$ cat src/pkg/sas_defs.svh
`ifndef SAS_DEFS_SVH
`define SAS_DEFS_SVH

// register byte offsets
`define SAS_OFS_CTRL        12'h000
`define SAS_OFS_STATUS      12'h004
`define SAS_OFS_PEAK        12'h008

// control fields
`define SAS_CTRL_SW_RESTART 0
`define SAS_CTRL_STOP_INH   1
`define SAS_CTRL_RESET      2'h0

// status fields
`define SAS_ST_RESTART      0
`define SAS_ST_COARSE       1
`define SAS_ST_FINE         2
`define SAS_ST_GATE         3
`define SAS_ST_LOCK         4
`define SAS_ST_FIRST_HIT    5
`define SAS_ST_RESCAN       6
`define SAS_ST_STOP_LATCH   7
`define SAS_ST_IMAGE_WIN    8
`define SAS_ST_STATE_LSB    12

// peak register fields
`define SAS_PK_PEAK_LSB     0
`define SAS_PK_LEVEL_LSB    8

// stop-sweep ratio: level * den >= peak * num
`define SAS_RATIO_NUM       12'h009
`define SAS_RATIO_DEN       12'h00a

// timing
`define SAS_CLK_MHZ         25
`define SAS_RESTART_US      18000
`define SAS_SETTLE_US       3000
`define SAS_IMAGE_US        3000
`define SAS_CNT_W           19

`endif

$ cat src/pkg/sas_pkg.sv
package sas_pkg;

    typedef enum logic [2:0] {
        S_RESTART,
        S_COARSE,
        S_RESCAN,
        S_FINE_SETTLE,
        S_FINE_SWEEP,
        S_STOP_SETTLE,
        S_LOCKED
    } sas_state_e;

    // sensed inputs from the analog side
    typedef struct packed {
        logic       video_level_comparator;
        logic       in_band;
        logic       coarse_end;
        logic       fine_end;
        logic       external_restart_request;
        logic [7:0] video_level;
    } sas_sense_s;

    // sequencer commands
    typedef struct packed {
        logic restart_pulse;
        logic coarse_select;
        logic fine_select;
        logic step_clock_gate;
        logic lock;
    } sas_cmd_s;

endpackage

$ cat src/hw/sas_sequencer.sv
// Function
// RQ1: stop sweep when video level reaches 90% of stored peak.
// RQ2: clear peak on restart or no in-band, never while fine select is high.
// RQ3: five commands: restart, coarse select, fine select, step gate, lock.
// RQ4: restart pulse lasts 18 ms and enables noise control while high.
// RQ5: gate low means no stepping; gate high steps the selected DAC.
// RQ6: coarse and fine selects alone choose which DAC steps.
// RQ7: restart on external request, DAC end of range, video loss, image trip.
// RQ8: restart clears both DACs, rescan stage and video comparator stage.
// RQ9: end of restart raises coarse select, coarse sweep from zero.
// RQ10: first video fall sets first-hit flag and restarts, keeping that flag.
// RQ11: restart end after first hit arms rescan, which arms fine stage.
// RQ12: next video fall in rescan raises fine select and drops coarse.
// RQ13: fine switch starts 3 ms settle, gate low, arms sweep stop.
// RQ14: settle end after fine switch raises gate, fine sweep starts.
// RQ15: ratio trip in fine sweep starts 3 ms settle and latches gate low.
// RQ16: lock rises when second settle pulse ends.
// RQ17: video drop after lock launches a restart.
// RQ18: in-band up then down without video trip opens 3 ms image window.
// RQ19: video trip in image window dropping coarse select launches restart.
// RQ20: video comparator honoured only while in-band flag is high.
// RQ21: inputs synchronous, edges detected by clock, pulses timed by counters.
//
// Decided for this implementation: the placing of the registers and the APB register port.
`timescale 1ns/1ps
`default_nettype none
`include "sas_defs.svh"

module sas_sequencer #(
    parameter int RESTART_CYCLES = `SAS_RESTART_US * `SAS_CLK_MHZ,
    parameter int SETTLE_CYCLES  = `SAS_SETTLE_US * `SAS_CLK_MHZ,
    parameter int IMAGE_CYCLES   = `SAS_IMAGE_US * `SAS_CLK_MHZ
) (
    // clock and reset
    input  wire logic                pclk,
    input  wire logic                presetn,
    // apb slave
    input  wire logic [11:0]         paddr,
    input  wire logic                psel,
    input  wire logic                penable,
    input  wire logic                pwrite,
    input  wire logic [31:0]         pwdata,
    output logic      [31:0]         prdata,
    output logic                     pready,
    output logic                     pslverr,
    // converter side
    input  wire sas_pkg::sas_sense_s sense,
    output sas_pkg::sas_cmd_s        cmd
);

    localparam logic [`SAS_CNT_W-1:0] RESTART_N = `SAS_CNT_W'(RESTART_CYCLES);
    localparam logic [`SAS_CNT_W-1:0] SETTLE_N  = `SAS_CNT_W'(SETTLE_CYCLES);
    localparam logic [`SAS_CNT_W-1:0] IMAGE_N   = `SAS_CNT_W'(IMAGE_CYCLES);

    // one-shot counter: load starts a pulse of n cycles
    function automatic logic [`SAS_CNT_W-1:0] next_count(
        input logic                  load,
        input logic [`SAS_CNT_W-1:0] cnt,
        input logic [`SAS_CNT_W-1:0] n
    );
        if (load) begin
            next_count = n;
        end else if (cnt != '0) begin
            next_count = cnt - `SAS_CNT_W'(1);
        end else begin
            next_count = '0;
        end
    endfunction

    function automatic logic ratio_hit(
        input logic [7:0] lvl,
        input logic [7:0] pk
    );
        logic [11:0] lhs;
        logic [11:0] rhs;
        lhs = 12'({4'h0, lvl} * `SAS_RATIO_DEN);
        rhs = 12'({4'h0, pk} * `SAS_RATIO_NUM);
        ratio_hit = (pk != 8'h00) && (lhs >= rhs);
    endfunction

    sas_pkg::sas_state_e     state;
    logic [`SAS_CNT_W-1:0]   restart_cnt;
    logic [`SAS_CNT_W-1:0]   settle_cnt;
    logic [`SAS_CNT_W-1:0]   image_cnt;
    logic                    restart_q;
    logic                    coarse_q;
    logic                    fine_q;
    logic                    gate_q;
    logic                    lock_q;
    logic                    first_hit_flag;
    logic                    rescan_armed;
    logic                    sweep_stop_latch;
    logic                    video_q;
    logic                    in_band_q;
    logic                    trip_seen;
    logic [7:0]              peak;
    logic [7:0]              level;
    logic                    sw_restart;
    logic                    stop_inhibit;

    logic                    video_ok;
    logic                    video_fall;
    logic                    in_band_fall;
    logic                    image_open;
    logic                    restart_end;
    logic                    settle_end;
    logic                    first_hit;
    logic                    image_trip;
    logic                    video_loss;
    logic                    fine_switch;
    logic                    stop_trip;
    logic                    launch;
    logic                    peak_discharge;
    logic                    apb_access;
    logic                    apb_write;
    logic                    addr_ok;

    // the comparator only counts while in-band is present
    assign video_ok = sense.video_level_comparator & sense.in_band; // [RQ20]
    // video_q is held low during restart so a stale level cannot make an edge
    assign video_fall   = video_q & ~video_ok; // [RQ21]
    assign in_band_fall = in_band_q & ~sense.in_band; // [RQ21]
    assign image_open   = image_cnt != '0;
    assign restart_end  = restart_q && (restart_cnt == `SAS_CNT_W'(1));
    assign settle_end   = settle_cnt == `SAS_CNT_W'(1);

    always_comb begin
        first_hit   = 1'b0;
        image_trip  = 1'b0;
        video_loss  = 1'b0;
        fine_switch = 1'b0;
        stop_trip   = 1'b0;
        unique case (state)
            sas_pkg::S_RESTART: begin
            end
            sas_pkg::S_COARSE: begin
                first_hit = video_fall; // [RQ10]
            end
            sas_pkg::S_RESCAN: begin
                // coarse would drop here; inside the window that means an image line
                image_trip  = video_fall & image_open; // [RQ19]
                fine_switch = video_fall & ~image_open; // [RQ12]
            end
            sas_pkg::S_FINE_SETTLE: begin
                // the backward step crosses the line again: a fall here is no loss
            end
            sas_pkg::S_FINE_SWEEP: begin
                video_loss = video_fall;
                stop_trip  = ratio_hit(level, peak) & ~stop_inhibit; // [RQ1]
            end
            sas_pkg::S_STOP_SETTLE: begin
                video_loss = video_fall;
            end
            sas_pkg::S_LOCKED: begin
                video_loss = video_fall; // [RQ17]
            end
        endcase
    end

    assign launch = sense.external_restart_request | sw_restart | sense.coarse_end
                  | sense.fine_end | video_loss | image_trip | first_hit; // [RQ7]

    // restart pulse timing
    always_ff @(posedge pclk or negedge presetn) begin
        if (!presetn) begin
            restart_cnt <= '0;
            restart_q   <= 1'b0;
        end else begin
            restart_cnt <= next_count(launch, restart_cnt, RESTART_N); // [RQ4] [RQ21]
            restart_q   <= launch || (restart_cnt > `SAS_CNT_W'(1)); // [RQ4]
        end
    end

    // settle pulse timing, shared by the fine switch and the stop
    always_ff @(posedge pclk or negedge presetn) begin
        if (!presetn) begin
            settle_cnt <= '0;
        end else if (launch) begin
            settle_cnt <= '0;
        end else begin
            settle_cnt <= next_count(fine_switch | stop_trip, settle_cnt, SETTLE_N); // [RQ13] [RQ15]
        end
    end

    // first-hit flag survives only the restart it launched itself
    always_ff @(posedge pclk or negedge presetn) begin
        if (!presetn) begin
            first_hit_flag <= 1'b0;
        end else if (first_hit) begin
            first_hit_flag <= 1'b1; // [RQ10]
        end else if (launch) begin
            first_hit_flag <= 1'b0;
        end
    end

    // rescan stage, which arms the fine stage
    always_ff @(posedge pclk or negedge presetn) begin
        if (!presetn) begin
            rescan_armed <= 1'b0;
        end else if (launch || restart_q && !restart_end) begin
            rescan_armed <= 1'b0; // [RQ8]
        end else if (restart_end) begin
            rescan_armed <= first_hit_flag; // [RQ11]
        end else if (fine_switch) begin
            rescan_armed <= 1'b0;
        end
    end

    // sweep-stop stage: once tripped the gate stays low until restart
    always_ff @(posedge pclk or negedge presetn) begin
        if (!presetn) begin
            sweep_stop_latch <= 1'b0;
        end else if (launch) begin
            sweep_stop_latch <= 1'b0;
        end else if (stop_trip) begin
            sweep_stop_latch <= 1'b1; // [RQ15]
        end
    end

    // sequencing and command outputs
    always_ff @(posedge pclk or negedge presetn) begin
        if (!presetn) begin
            state    <= sas_pkg::S_RESTART;
            coarse_q <= 1'b0;
            fine_q   <= 1'b0;
            gate_q   <= 1'b0;
            lock_q   <= 1'b0;
        end else if (launch) begin
            state    <= sas_pkg::S_RESTART;
            coarse_q <= 1'b0; // [RQ8]
            fine_q   <= 1'b0; // [RQ8]
            gate_q   <= 1'b0;
            lock_q   <= 1'b0;
        end else begin
            unique case (state)
                sas_pkg::S_RESTART: begin
                    if (restart_end) begin
                        state    <= first_hit_flag ? sas_pkg::S_RESCAN : sas_pkg::S_COARSE; // [RQ11]
                        coarse_q <= 1'b1; // [RQ9]
                        gate_q   <= 1'b1; // [RQ5]
                    end
                end
                sas_pkg::S_COARSE: begin
                end
                sas_pkg::S_RESCAN: begin
                    if (fine_switch) begin
                        state    <= sas_pkg::S_FINE_SETTLE;
                        fine_q   <= 1'b1; // [RQ12] [RQ6]
                        coarse_q <= 1'b0; // [RQ12]
                        gate_q   <= 1'b0; // [RQ13]
                    end
                end
                sas_pkg::S_FINE_SETTLE: begin
                    if (settle_end) begin
                        state  <= sas_pkg::S_FINE_SWEEP;
                        gate_q <= 1'b1; // [RQ14]
                    end
                end
                sas_pkg::S_FINE_SWEEP: begin
                    if (stop_trip) begin
                        state  <= sas_pkg::S_STOP_SETTLE;
                        gate_q <= 1'b0; // [RQ15] [RQ5]
                    end
                end
                sas_pkg::S_STOP_SETTLE: begin
                    if (settle_end) begin
                        state  <= sas_pkg::S_LOCKED;
                        lock_q <= 1'b1; // [RQ16]
                    end
                end
                sas_pkg::S_LOCKED: begin
                end
            endcase
        end
    end

    // video comparator stage and in-band edge tracking
    always_ff @(posedge pclk or negedge presetn) begin
        if (!presetn) begin
            video_q   <= 1'b0;
            in_band_q <= 1'b0;
        end else begin
            video_q   <= video_ok & ~launch & ~(restart_q & ~restart_end); // [RQ8] [RQ21]
            in_band_q <= sense.in_band;
        end
    end

    // image trap: watch each in-band episode for a video trip
    always_ff @(posedge pclk or negedge presetn) begin
        if (!presetn) begin
            trip_seen <= 1'b0;
        end else if (!in_band_q) begin
            trip_seen <= video_ok;
        end else if (video_ok) begin
            trip_seen <= 1'b1;
        end
    end

    always_ff @(posedge pclk or negedge presetn) begin
        if (!presetn) begin
            image_cnt <= '0;
        end else if (launch) begin
            image_cnt <= '0;
        end else begin
            image_cnt <= next_count(in_band_fall & ~trip_seen & ~video_ok & coarse_q, image_cnt,
                                    IMAGE_N); // [RQ18]
        end
    end

    // digital peak store
    assign peak_discharge = (restart_q | ~sense.in_band) & ~fine_q; // [RQ2]

    always_ff @(posedge pclk or negedge presetn) begin
        if (!presetn) begin
            level <= 8'h00;
            peak  <= 8'h00;
        end else begin
            level <= sense.video_level;
            if (peak_discharge) begin
                peak <= 8'h00; // [RQ2]
            end else if (level > peak) begin
                peak <= level; // [RQ1]
            end
        end
    end

    // the restart field doubles as the noise-control enable
    assign cmd = '{restart_pulse:   restart_q,
                   coarse_select:   coarse_q,
                   fine_select:     fine_q,
                   step_clock_gate: gate_q,
                   lock:            lock_q}; // [RQ3] [RQ4] [RQ6]

    // apb slave: one wait state so read data comes from a flip-flop
    assign apb_access = psel & penable & pready;
    assign apb_write  = apb_access & pwrite;
    assign addr_ok    = (paddr == `SAS_OFS_CTRL) || (paddr == `SAS_OFS_STATUS)
                     || (paddr == `SAS_OFS_PEAK);

    always_ff @(posedge pclk or negedge presetn) begin
        if (!presetn) begin
            pready  <= 1'b0;
            pslverr <= 1'b0;
            prdata  <= 32'h0000_0000;
        end else begin
            pready  <= psel & penable & ~pready;
            pslverr <= psel & penable & ~pready & ~addr_ok;
            prdata  <= 32'h0000_0000;
            if (psel && penable && !pready && !pwrite) begin
                unique case (paddr)
                    `SAS_OFS_CTRL: begin
                        prdata[`SAS_CTRL_STOP_INH] <= stop_inhibit;
                    end
                    `SAS_OFS_STATUS: begin
                        prdata[`SAS_ST_RESTART]    <= restart_q;
                        prdata[`SAS_ST_COARSE]     <= coarse_q;
                        prdata[`SAS_ST_FINE]       <= fine_q;
                        prdata[`SAS_ST_GATE]       <= gate_q;
                        prdata[`SAS_ST_LOCK]       <= lock_q;
                        prdata[`SAS_ST_FIRST_HIT]  <= first_hit_flag;
                        prdata[`SAS_ST_RESCAN]     <= rescan_armed;
                        prdata[`SAS_ST_STOP_LATCH] <= sweep_stop_latch;
                        prdata[`SAS_ST_IMAGE_WIN]  <= image_open;
                        prdata[`SAS_ST_STATE_LSB +: 3] <= state;
                    end
                    `SAS_OFS_PEAK: begin
                        prdata[`SAS_PK_PEAK_LSB +: 8]  <= peak;
                        prdata[`SAS_PK_LEVEL_LSB +: 8] <= level;
                    end
                    default: begin
                    end
                endcase
            end
        end
    end

    // control register; the restart bit is a self-clearing strobe
    always_ff @(posedge pclk or negedge presetn) begin
        if (!presetn) begin
            {stop_inhibit, sw_restart} <= `SAS_CTRL_RESET;
        end else begin
            sw_restart <= apb_write && (paddr == `SAS_OFS_CTRL) && pwdata[`SAS_CTRL_SW_RESTART];
            if (apb_write && (paddr == `SAS_OFS_CTRL)) begin
                stop_inhibit <= pwdata[`SAS_CTRL_STOP_INH];
            end
        end
    end

endmodule

`default_nettype wire

$ cat config.mk
export PLATFORM = sky130hd
export DESIGN_NAME = sas_sequencer
export DESIGN_NICKNAME = d
export VERILOG_FILES = /design/src/pkg/sas_pkg.sv /design/src/hw/sas_sequencer.sv
export VERILOG_INCLUDE_DIRS = /design/src /design/src/pkg
export SDC_FILE = /design/constraint.sdc
export NUM_CORES = 1
export LEC_CHECK = 0
export BUFFER_PORTS_ARGS = -buffer_cell sky130_fd_sc_hd__buf_2
export CELL_PAD_IN_SITES_DETAIL_PLACEMENT = 0
export CELL_PAD_IN_SITES_GLOBAL_PLACEMENT = 1
export CORE_MARGIN = 2
export CORE_UTILIZATION = 47
export DETAILED_ROUTE_END_ITERATION = 8
export PLACE_DENSITY = 0.86
export SKIP_CTS_REPAIR_TIMING = 1
export SYNTH_ARGS = -nofsm -noshare
export SYNTH_HDL_FRONTEND = slang
export SYNTH_SLANG_ARGS = --single-unit
$ cat constraint.sdc
create_clock -name pclk -period 10.3 [get_ports pclk]
set_input_delay 0.515 -clock pclk [delete_from_list [all_inputs] [get_ports pclk]]
set_output_delay 0.515 -clock pclk [all_outputs]
set_load 0.005 [all_outputs]
==> results of run 1 <==
-- cells by family (layout without fill, tap and decap cells) --
kind of cell,after synthesis,in the layout
adder cells (fa/ha/maj),48,48
AO/OA/AOI/OAI,118,118
AND/OR/NAND/NOR,215,215
XOR/XNOR,50,50
flip-flops,107,107
other,1,16
buffers and inverters,69,102
multiplexers,12,12
-- area by class of cell --
cell class / instances / area, sq um
flip-flops and latches: 107 / 2680
fillers: 1141 / 5900
repair buffers: 57 / 295
inverters: 29 / 109
clock inverters: 6 / 87.6
well taps: 172 / 215
multi-input cells: 459 / 3150
clock buffers: 10 / 239
-- power groups by stage --
stage	Clock (uW)	Combinational, uW	Sequential (uW)
finish	376	597	524
global route	405	665	530
CTS	384	602	523
detailed placement	0	595	531
global placement	0	580	527
floorplan	0	507	518
-- per-layer routing --
metal / up-vias / track usage / wire length [um]
met2: 102 / 0.304 / 5980
met4: 0 / 0.0836 / 276
met5: - / 0 / 0
li1: 2235 / - / -
met1: 2234 / 0.255 / 5930
met3: 19 / 0.0305 / 482
-- worst max-delay path: stages, from the launching register on --
cell and delay (ps):
dfrtp_1 460, ha_1 360, ha_1 300, a21o_1 180
a21oi_1 220, o21bai_1 90, a21oi_1 240, nor2b_1 80
o21a_1 180, ha_1 330, a21oi_1 150, o21ai_0 90
o31ai_1 930, o31ai_4 220, or2_1 420, a21oi_1 170
-- registers in the layout, summed over array words and instances, names as in the netlist, 3 cells and up --
register	cells
prdata	16
state	3
level	8
restart_cnt	19
settle_cnt	19
image_cnt	19
peak	8
-- how the worst max path moves through the flow --
stage / startpoint / depth (start not counted) / to
CTS: level[2]$_DFF_PN0_ / 15 / settle_cnt[2]$_DFF_PN0_
global route: peak[4]$_DFFE_PN0P_ / 16 / settle_cnt[2]$_DFF_PN0_
finish: level[2]$_DFF_PN0_ / 15 / settle_cnt[2]$_DFF_PN0_
global placement: level[2]$_DFF_PN0_ / 15 / settle_cnt[2]$_DFF_PN0_
detailed placement: level[2]$_DFF_PN0_ / 15 / settle_cnt[2]$_DFF_PN0_
floorplan: level[2]$_DFF_PN0_ / 16 / settle_cnt[2]$_DFF_PN0_
-- stage by stage --
stage                     setup slack (ps)  total power, uW
final                                 5830             1500
after CTS                             5810             1510
after global placement                5870             1110
after floorplan                       6520             1030
after detailed placement              5860             1130
after global routing                  5520             1600
-- placed cells by master, fill, tap and decap left out, types with 4 or more instances in the layout --
cell type  instances
nor2b_1            7
nor4_1            17
nor2_1            80
a22oi_1           12
nand3_1            9
mux2i_1            8
xor2_1            13
nor3_1            13
a21o_1             5
and3_1             4
dfrtp_1          107
nand4_1            7
or3_1             14
buf_2             53
a31oi_1            4
a21oi_1           34
conb_1            16
buf_4              4
ha_1              46
o31ai_1            7
nor3b_1            6
xnor2_1           37
o21ai_0           26
inv_1             29
clkbuf_16          9
nand2_1           31
nand2b_1           7
==> run metrics, run 1 <==
final WL 12,700 um; CTS tree done; CP Launch Type flip-flop; clock network power share 0.251; top cells by count, synth 107 x dfrtp_1, 80 x nor2_1, 46 x ha_1, 37 x xnor2_1, 34 x a21oi_1; first-pass detailed-route iteration total 4; largest net degree at the start of global routing 56; design area 6770 sq um; Non-Filler Instances 840; Compound-Gate Fraction of Synth Area 0.130; max cap viols 0; routed len/inst 15.1 um; Tcrit/Tclk final 0.434; final core occ 0.534; Worst VDD drop 104 uV; clk_lat worst skew 360 ps; Gate power share 0.399; Antenna Nets Post-Route 0; Post-DP HPWL 9260 um; final slew viol count 0; R2R Path Start level[2]$_DFF_PN0_; area grow syn2layout 10.7%; Sink Count 107; Yosys top cell area share 0.438; antenna violations before repair 0; I/O Buffers 54; Final nets 773; Fin Setup TNS 0 ps; global-route wire length before repair 21,600 um; Site Rows 41; power density over cell area 221 nW/um^2; DR vias 4,590; largest family of logic cells by synthesized area simple AND/OR/NAND/NOR gates; Warnings, synthesis 0; crit end category flip-flop; WP data arrival 4750 ps; Reg power frac 0.350; ys flop type dfrtp_1; net switching fraction of the power 0.363; Die W 118 um; worst r2r dst settle_cnt[2]$_DFF_PN0_; Final setup viols 0; DRC violations left 0; mux contribution to synthesized area 0.0205; Vias/cell 5.46; switching power 543 uW; Tot GR Track Use 0.190; top-count cell post-synth dfrtp_1; vias in the first global route 4,531; post-synthesis simple-gate area fraction 0.181; Inserted Diodes 0; syn avg cell area 9.86 sq um; Tmin final 4470 ps; flops & latches, synth 107; class of the worst hold path primary input to asynchronous set/reset pin; clk_skew 14.1 ps; Post-Synthesis Cell Area 6110 sq um; H-tree levels 3; CTS Root Cell clkbuf_16; RSZ-0062 raised after global routing no; Reg2Reg Setup Slack 5830 ps; die height 118 um; TritonCTS Buffers 9; Leak 0.00311 uW; R2R cell count 15; P_int 953 uW; Hold WS 187 ps; die area 13,900 sq um; Netlist cell types 69; grt ovf 0; CP max FO 10; Iteration-0 DRC Markers 269; cells after synthesis 620; post-synthesis adder-cell area fraction 0.101; leading area contributor after synthesis dfrtp_1; CTS clk-pin slew, worst paths 70 ps; core area 12,700 sq um; XOR/XNOR Fraction of Synth Area 0.0716; starting density of the core 0.482; Cell Area, Placed 6440 sq um; Post-synth ARST share 1.00; critical path type flip-flop to flip-flop; slew margin rel. 0.250; gp weighted congestion 0.868; Post-synth EDFFs 0; share of cells above drive strength 1 0.136; Synth area leaders dfrtp_1 44%, ha_1 9.4%, xnor2_1 5.3%, nor2_1 4.9%, a21oi_1 2.8%; num ports 101; Max Root-Sink Buffers 2; sequential share of the synthesized area 0.438; Worst Tran Pin Value 1120 ps; max frequency 223 MHz; DP Cell Count 824; status completed; CP required 10,580 ps; final hold viol count 0
No activity file was read; power rests on OpenSTA's default activity.
==> inputs of run 2 (changes only) <==
--- a/config.mk
+++ b/config.mk
@@ -6,13 +6,14 @@
 export SDC_FILE = /design/constraint.sdc
 export NUM_CORES = 1
 export LEC_CHECK = 0
+export ABC_AREA = 1
 export BUFFER_PORTS_ARGS = -buffer_cell sky130_fd_sc_hd__buf_2
 export CELL_PAD_IN_SITES_DETAIL_PLACEMENT = 0
 export CELL_PAD_IN_SITES_GLOBAL_PLACEMENT = 1
 export CORE_MARGIN = 2
-export CORE_UTILIZATION = 47
+export CORE_UTILIZATION = 39
 export DETAILED_ROUTE_END_ITERATION = 8
-export PLACE_DENSITY = 0.86
+export PLACE_DENSITY = 0.78
 export SKIP_CTS_REPAIR_TIMING = 1
 export SYNTH_ARGS = -nofsm -noshare
 export SYNTH_HDL_FRONTEND = slang
==> constraint.sdc (replaced) <==
create_clock -name pclk -period 3.85 [get_ports pclk]
set_input_delay 0.1925 -clock pclk [delete_from_list [all_inputs] [get_ports pclk]]
set_output_delay 0.1925 -clock pclk [all_outputs]
set_load 0.005 [all_outputs]
==> run 2 against run 1 <==
  * Clock-buffer cell count is 1 lower
  * Via count rose by 9.8%
  * Synthesized cell count is 25% higher
  * Highest routed layer unchanged
==> run metrics, run 2 <==
syn avg cell area 8.39 sq um (-15%); Max Root-Sink Buffers 2 (unchanged); Site Rows 47 (+15%); num ports 101 (unchanged); Crit path largest cell delay 460 ps (-470 ps); Post-Synthesis Cell Area 6530 sq um (+6.9%); Post-synth EDFFs 0 (unchanged); max cap viols 0 (unchanged); CTS Root Cell clkbuf_16; Hold Crit Start pwdata[0]; Inserted Diodes 0 (unchanged); WP data arrival 3760 ps (-990 ps); I/O Buffers 54 (unchanged); most frequent cells in the layout 118 x nor2_1, 111 x nand2_1, 107 x dfrtp_1; sequential share of the synthesized area 0.410 (-0.0281); most common cell after layout, fill and taps aside nor2_1; area grow syn2layout 12.4%; post-synthesis simple-gate area fraction 0.273 (+0.0924); Antenna Nets Post-Route 0 (unchanged); Reg2Reg Setup Slack 370 ps (-5460 ps); top cells by count, synth 118 x nor2_1, 111 x nand2_1, 107 x dfrtp_1, 84 x inv_1, 46 x ha_1; RSZ-0062 raised after global routing no; Post-DP HPWL 10,700 um (+15%); worst hold endpoint sw_restart$_DFF_PN0_; Largest regs image_cnt x19, restart_cnt x19, settle_cnt x19; Critical Path Slowest Stage Cell dfrtp_1; cells after synthesis 778 (+25%); die area 17,800 sq um (+28%); class of the worst hold path primary input to flip-flop; R2R Path Start peak[4]$_DFFE_PN0P_; H-tree levels 3 (unchanged); Tmin final 3480 ps (-993 ps); clk_skew 7.48 ps (-6.60 ps); vias in the first global route 4,852 (+7.1%); Leak 0.00366 uW (+18%); Tcrit/Tclk final 0.904 (+0.470); share of cells above drive strength 1 0.155 (+0.0184); Gate power share 0.513 (+0.114); crit-path cells ha_1, ha_1, fa_1, a31oi_1, nor2_1, o21ai_0, xor2_1, ha_1, nand2_1, nor2_1, and2_1, nand2_1, nand3_1, nand2_1, o21ai_2, nor2_2, nand2_4, nor2_1; routed len/inst 13.2 um (-13%); DR vias 5,042 (+9.8%); Vias/cell 4.73 (-14%); antenna violations before repair 0 (unchanged); mux contribution to synthesized area 0 (-0.0205); first-pass detailed-route iteration total 4 (unchanged); crit-path leading delay family adder cells; Post-synth ARST share 1.00 (unchanged); slew margin rel. 0.577 (+0.327); hold path depth 3; worst r2r dst settle_cnt[11]$_DFF_PN0_; Yosys top cell area share 0.410 (-0.0281); global-route wire length before repair 24,000 um (+11%); largest family of logic cells by synthesized area simple AND/OR/NAND/NOR gates; Worst Tran Pin Value 634 ps (-482 ps); CTS clk-pin slew, worst paths 80 ps (about the same); Iteration-0 DRC Markers 183 (-32%); final slew viol count 0 (unchanged); die height 133 um (+13%); switching power 2080 uW (+280%); Final setup viols 0 (unchanged); critical path type flip-flop to flip-flop; Sink Count 107 (unchanged); Netlist cell types 45 (-35%); crit end category flip-flop; Final nets 952 (+23%); leading area contributor after synthesis dfrtp_1; TritonCTS Buffers 9 (unchanged); CTS tree done; power density over cell area 649 nW/um^2 (+190%); largest net degree at the start of global routing 49 (-13%); final core occ 0.446 (-0.0884); CP max FO 10 (unchanged); grt ovf 0 (unchanged); Synth area leaders dfrtp_1 41%, ha_1 8.8%, nor2_1 6.8%, nand2_1 6.4%, inv_1 4.8%; status completed; net switching fraction of the power 0.436 (+0.0735); Warnings, synthesis 0 (unchanged); P_int 2690 uW (+180%); final hold viol count 0 (unchanged); Buffers & Inverters on Critical Path 0 (unchanged); Final Power 4770 uW (+220%); gp weighted congestion 0.795 (-8.4%); ys flop type dfrtp_1; R2R cell count 18 (+3); final WL 14,100 um (+11%); clk_lat worst skew 360 ps (about the same); CP Launch Type flip-flop; flops & latches, synth 107 (unchanged); post-synthesis adder-cell area fraction 0.0943 (-0.00646); max frequency 287 MHz (+29%); starting density of the core 0.397 (-0.0857); DRC violations left 0 (unchanged); Fin Setup TNS 0 ps (unchanged); XOR/XNOR Fraction of Synth Area 0.0684 (-0.00326); CP required 4130 ps (-6450 ps); Die W 133 um (+13%); Reg power frac 0.298 (-0.052); top-count cell post-synth nor2_1; Worst VDD drop 499 uV (+380%); Tot GR Track Use 0.169 (-0.0215); Compound-Gate Fraction of Synth Area 0.0707 (-0.0597); clock network power share 0.189 (-0.062); core area 16,500 sq um (+30%)
==> run 2: cell types whose count changed after synthesis, moves of 11 or more <==
cell,delta
xnor2_1,-15
or3_1,-14
nor4_1,-11
nand2_1,+80
a22oi_1,-12
nor2_2,+16
nor2_1,+38
clkbuf_1,-11
nand3_1,+31
inv_1,+55
nand4_1,+13
xor2_1,+16
==> run 2: how the worst max path moves through the flow <==
stage,startpoint,to,slack [ps],depth (start not counted)
after global placement,level[3]$_DFF_PN0_,settle_cnt[15]$_DFF_PN0_,350,20
final,peak[4]$_DFFE_PN0P_,settle_cnt[11]$_DFF_PN0_,370,18
after floorplan,level[1]$_DFF_PN0_,settle_cnt[18]$_DFF_PN0_,760,19
after global routing,peak[4]$_DFFE_PN0P_,settle_cnt[11]$_DFF_PN0_,60,18
after CTS,level[3]$_DFF_PN0_,settle_cnt[11]$_DFF_PN0_,240,20
after detailed placement,level[3]$_DFF_PN0_,settle_cnt[11]$_DFF_PN0_,270,20
==> run 2: worst reg2reg max path, stage by stage (launching register included) <==
cell     delay (ps)
dfrtp_1         460
ha_1            310
ha_1            220
fa_1            410
a31oi_1         230
nor2_1           60
o21ai_0         190
xor2_1          180
ha_1            240
nand2_1          80
nor2_1           60
and2_1          150
nand2_1          60
nand3_1          90
nand2_1         150
o21ai_2         110
nor2_2          160
nand2_4         120
nor2_1          130
==> run 2: cells by family (layout without fill, tap and decap cells) <==
group / after synthesis / count (layout)
other cells: 1 / 16
compound gates: 84 / 84
xor+xnor: 51 / 51
buf+inv: 118 / 172
simple gates: 369 / 369
flops: 107 / 107
fa+ha+maj: 48 / 48
==> run 2: area by class of cell <==
| cell class | count | area (sq um) |
|---|---|---|
| fillers | 1677 | 9130 |
| clock inverters | 7 | 57.6 |
| inverters | 88 | 335 |
| multi-input cells | 568 | 3370 |
| well taps | 220 | 275 |
| clock buffers | 9 | 225 |
| flip-flops and latches | 107 | 2680 |
| repair buffers | 68 | 403 |
==> run 2: per-stage QoR <==
step                worst slack (ps)  instance area (sq um)  hold WS, ps  std cells
floorplan                        759                   6590         -103        793
global placement                 346                   6960          253       1041
detailed placement               269                   6960          253       1041
CTS                              236                   7240         -147       1057
global route                    59.1                   7340         56.5       1067
finish                           368                   7340         41.9       1067
==> run 2: power by group through the flow <==
stage | Sequential (uW) | Clock, uW | Combinational, uW
after global routing | 1440 | 976 | 2810
after detailed placement | 1440 | 0 | 2450
after floorplan | 1410 | 0 | 2060
final | 1420 | 899 | 2450
after global placement | 1440 | 0 | 2430
after CTS | 1420 | 936 | 2470
==> run 2: layer usage <==
metal	GRT usage	up-vias	wire length, um
met1	0.234	2331	6960
met3	0.0350	10	567
met2	0.266	82	6380
met4	0.0520	0	165
met5	0	-	0
li1	-	2619	-
==> inputs of run 3 (changes only) <==
--- a/config.mk
+++ b/config.mk
@@ -13,7 +13,7 @@
 export CORE_MARGIN = 2
 export CORE_UTILIZATION = 39
 export DETAILED_ROUTE_END_ITERATION = 8
-export PLACE_DENSITY = 0.78
+export PLACE_DENSITY_LB_ADDON = 0.1
 export SKIP_CTS_REPAIR_TIMING = 1
 export SYNTH_ARGS = -nofsm -noshare
 export SYNTH_HDL_FRONTEND = slang
==> run 3 against run 2 <==
  * Clock skew is essentially flat
  * Clock power is 8.6% higher
  * Cell area rose by 0.17%
  * Worst setup slack worse by 12 ps
  * Core utilization grew 0.076 points
  * Sequential share of layout area is 0.062 points lower
  * Global-route usage rose by 1.3 points
  * Register-to-register slack hardly changed
  * Non-clock buffer count down 2
  * Wire length is 7.8% higher
  * Clock-buffer cell count grew 3
  * Maximum frequency decreased by 0.34%
==> run metrics, run 3 (same netlist as run 2, synthesis figures left out) <==
CTS tree done; WP data arrival 3780 ps (+20 ps); Gate power share 0.509 (-0.004); Reg2Reg Setup Slack 360 ps (about the same); status completed; Final setup viols 0 (unchanged); CTS Root Cell clkbuf_16; clk_skew 7.02 ps (-0.456 ps); R2R Path Start peak[4]$_DFFE_PN0P_; antenna violations before repair 0 (unchanged); switching power 2090 uW (+0.42%); grt ovf 0 (unchanged); Die W 133 um (unchanged); Reg power frac 0.291 (-0.007); Max Root-Sink Buffers 2 (unchanged); largest net degree at the start of global routing 78 (+59%); Non-Filler Instances 1,065 (-0.19%); Post-DP HPWL 11,400 um (+6.6%); global-route wire length before repair 25,800 um (+7.5%); DR vias 5,146 (+2.1%); max frequency 286 MHz (-0.34%); Tot GR Track Use 0.182 (+0.0130); Leak 0.00367 uW (about the same); P_int 2780 uW (+3.5%); CP max FO 10 (unchanged); clock network power share 0.200 (+0.011); most frequent cells in the layout 118 x nor2_1, 111 x nand2_1, 107 x dfrtp_1; Final nets 950 (-0.21%); max cap viols 0 (unchanged); Fin Setup TNS 0 ps (unchanged); CP required 4140 ps (about the same); worst r2r dst settle_cnt[15]$_DFF_PN0_; area taken by multi-input logic gates 3370 sq um (+0.11%); CTS clk-pin slew, worst paths 70 ps (about the same); gp weighted congestion 0.813 (+2.2%); vias in the first global route 5,283 (+8.9%); slew margin rel. 0.328 (-0.249); final WL 15,200 um (+7.8%); Tmin final 3490 ps (+11.9 ps); net switching fraction of the power 0.429 (-0.00750); clk_lat worst skew 360 ps (about the same); power density over cell area 662 nW/um^2 (+2.0%); most common cell after layout, fill and taps aside nor2_1; core area 16,500 sq um (unchanged); routed len/inst 14.2 um (+8.0%); R2R cell count 18 (unchanged); H-tree levels 3 (unchanged); final hold viol count 0 (unchanged); Sink Count 107 (unchanged); die area 17,800 sq um (unchanged); num ports 101 (unchanged); share of cells above drive strength 1 0.155 (+0.000366); crit end category flip-flop; Tcrit/Tclk final 0.907 (+0.00308); Largest regs image_cnt x19, restart_cnt x19, settle_cnt x19; I/O Buffers 54 (unchanged); die height 133 um (unchanged); area grow syn2layout 12.6%; RSZ-0062 raised after global routing no; DP Cell Count 1,041 (unchanged); Antenna Nets Post-Route 0 (unchanged); Inserted Diodes 0 (unchanged); final slew viol count 0 (unchanged); # fillers 1,712 (+2.1%); Sequential Area 2680 sq um (unchanged); Worst Tran Pin Value 1010 ps (+375 ps); Vias/cell 4.83 (+2.3%); starting density of the core 0.397 (unchanged); Worst VDD drop 398 uV (-20%); TritonCTS Buffers 9 (unchanged); CP Launch Type flip-flop; critical path type flip-flop to flip-flop; DRC violations left 0 (unchanged); class of the worst hold path primary input to asynchronous set/reset pin; Site Rows 47 (unchanged); first-pass detailed-route iteration total 4 (unchanged); Iteration-0 DRC Markers 278 (+52%)
run 3: critical path, stage by stage, from the launching register on:
cell     delay (ps)
dfrtp_1         450
ha_1            300
ha_1            220
fa_1            410
a31oi_1         240
nor2_1           70
o21ai_0         180
xor2_1          180
ha_1            240
nand2_1          80
nor2_1           70
and2_1          150
nand2_1          60
nand3_1          80
nand2_1         150
o21ai_2         110
nor2_2          150
nand2_4         120
nor2_1          130
run 3: power groups by stage:
| stage | logic (uW) | clock network, uW | registers (uW) |
|---|---|---|---|
| floorplan | 2060 | 0 | 1410 |
| global placement | 2460 | 0 | 1440 |
| detailed placement | 2490 | 0 | 1440 |
| CTS | 2510 | 1010 | 1420 |
| global route | 2840 | 1050 | 1450 |
| finish | 2480 | 976 | 1420 |
run 3: routing by layer:
layer	track usage	share of wire	vias up
li1	-	-	2614
met1	0.243	0.47	2443
met2	0.305	0.48	79
met3	0.0354	0.040	10
met4	0.0437	0.011	0
met5	0	0	-
run 3: worst max path at each step:
stage,to,start,cells past startpoint,slack (ps)
6_report,settle_cnt[15]$_DFF_PN0_,peak[4]$_DFFE_PN0P_,18,360
5_1_grt,settle_cnt[8]$_DFF_PN0_,level[3]$_DFF_PN0_,20,50
4_1_cts,settle_cnt[15]$_DFF_PN0_,level[3]$_DFF_PN0_,20,160
3_5_place_dp,settle_cnt[15]$_DFF_PN0_,level[3]$_DFF_PN0_,20,190
3_3_place_gp,settle_cnt[15]$_DFF_PN0_,level[3]$_DFF_PN0_,20,270
2_1_floorplan,settle_cnt[18]$_DFF_PN0_,level[1]$_DFF_PN0_,19,760
run 3: cell type report:
| cell class | count | share of cell area |
|---|---|---|
| well taps | 220 | 0.0374 |
| repair buffers | 66 | 0.0521 |
| multi-input cells | 568 | 0.458 |
| clock buffers | 12 | 0.0349 |
| flip-flops and latches | 107 | 0.364 |
| clock inverters | 4 | 0.00749 |
| inverters | 88 | 0.0456 |
run 3: metrics by stage:
stage | hold slack (ps) | setup slack (ps) | area, sq um | power (uW) | util
3_3_place_gp | 303 | 272 | 6960 | 3890 | 0.423
2_1_floorplan | -103 | 759 | 6590 | 3460 | -
3_5_place_dp | 302 | 191 | 6960 | 3930 | 0.423
5_1_grt | 16.5 | 48.4 | 7350 | 5340 | 0.447
6_report | 4.90 | 357 | 7350 | 4870 | 0.447
4_1_cts | -69.8 | 163 | 7270 | 4940 | 0.441
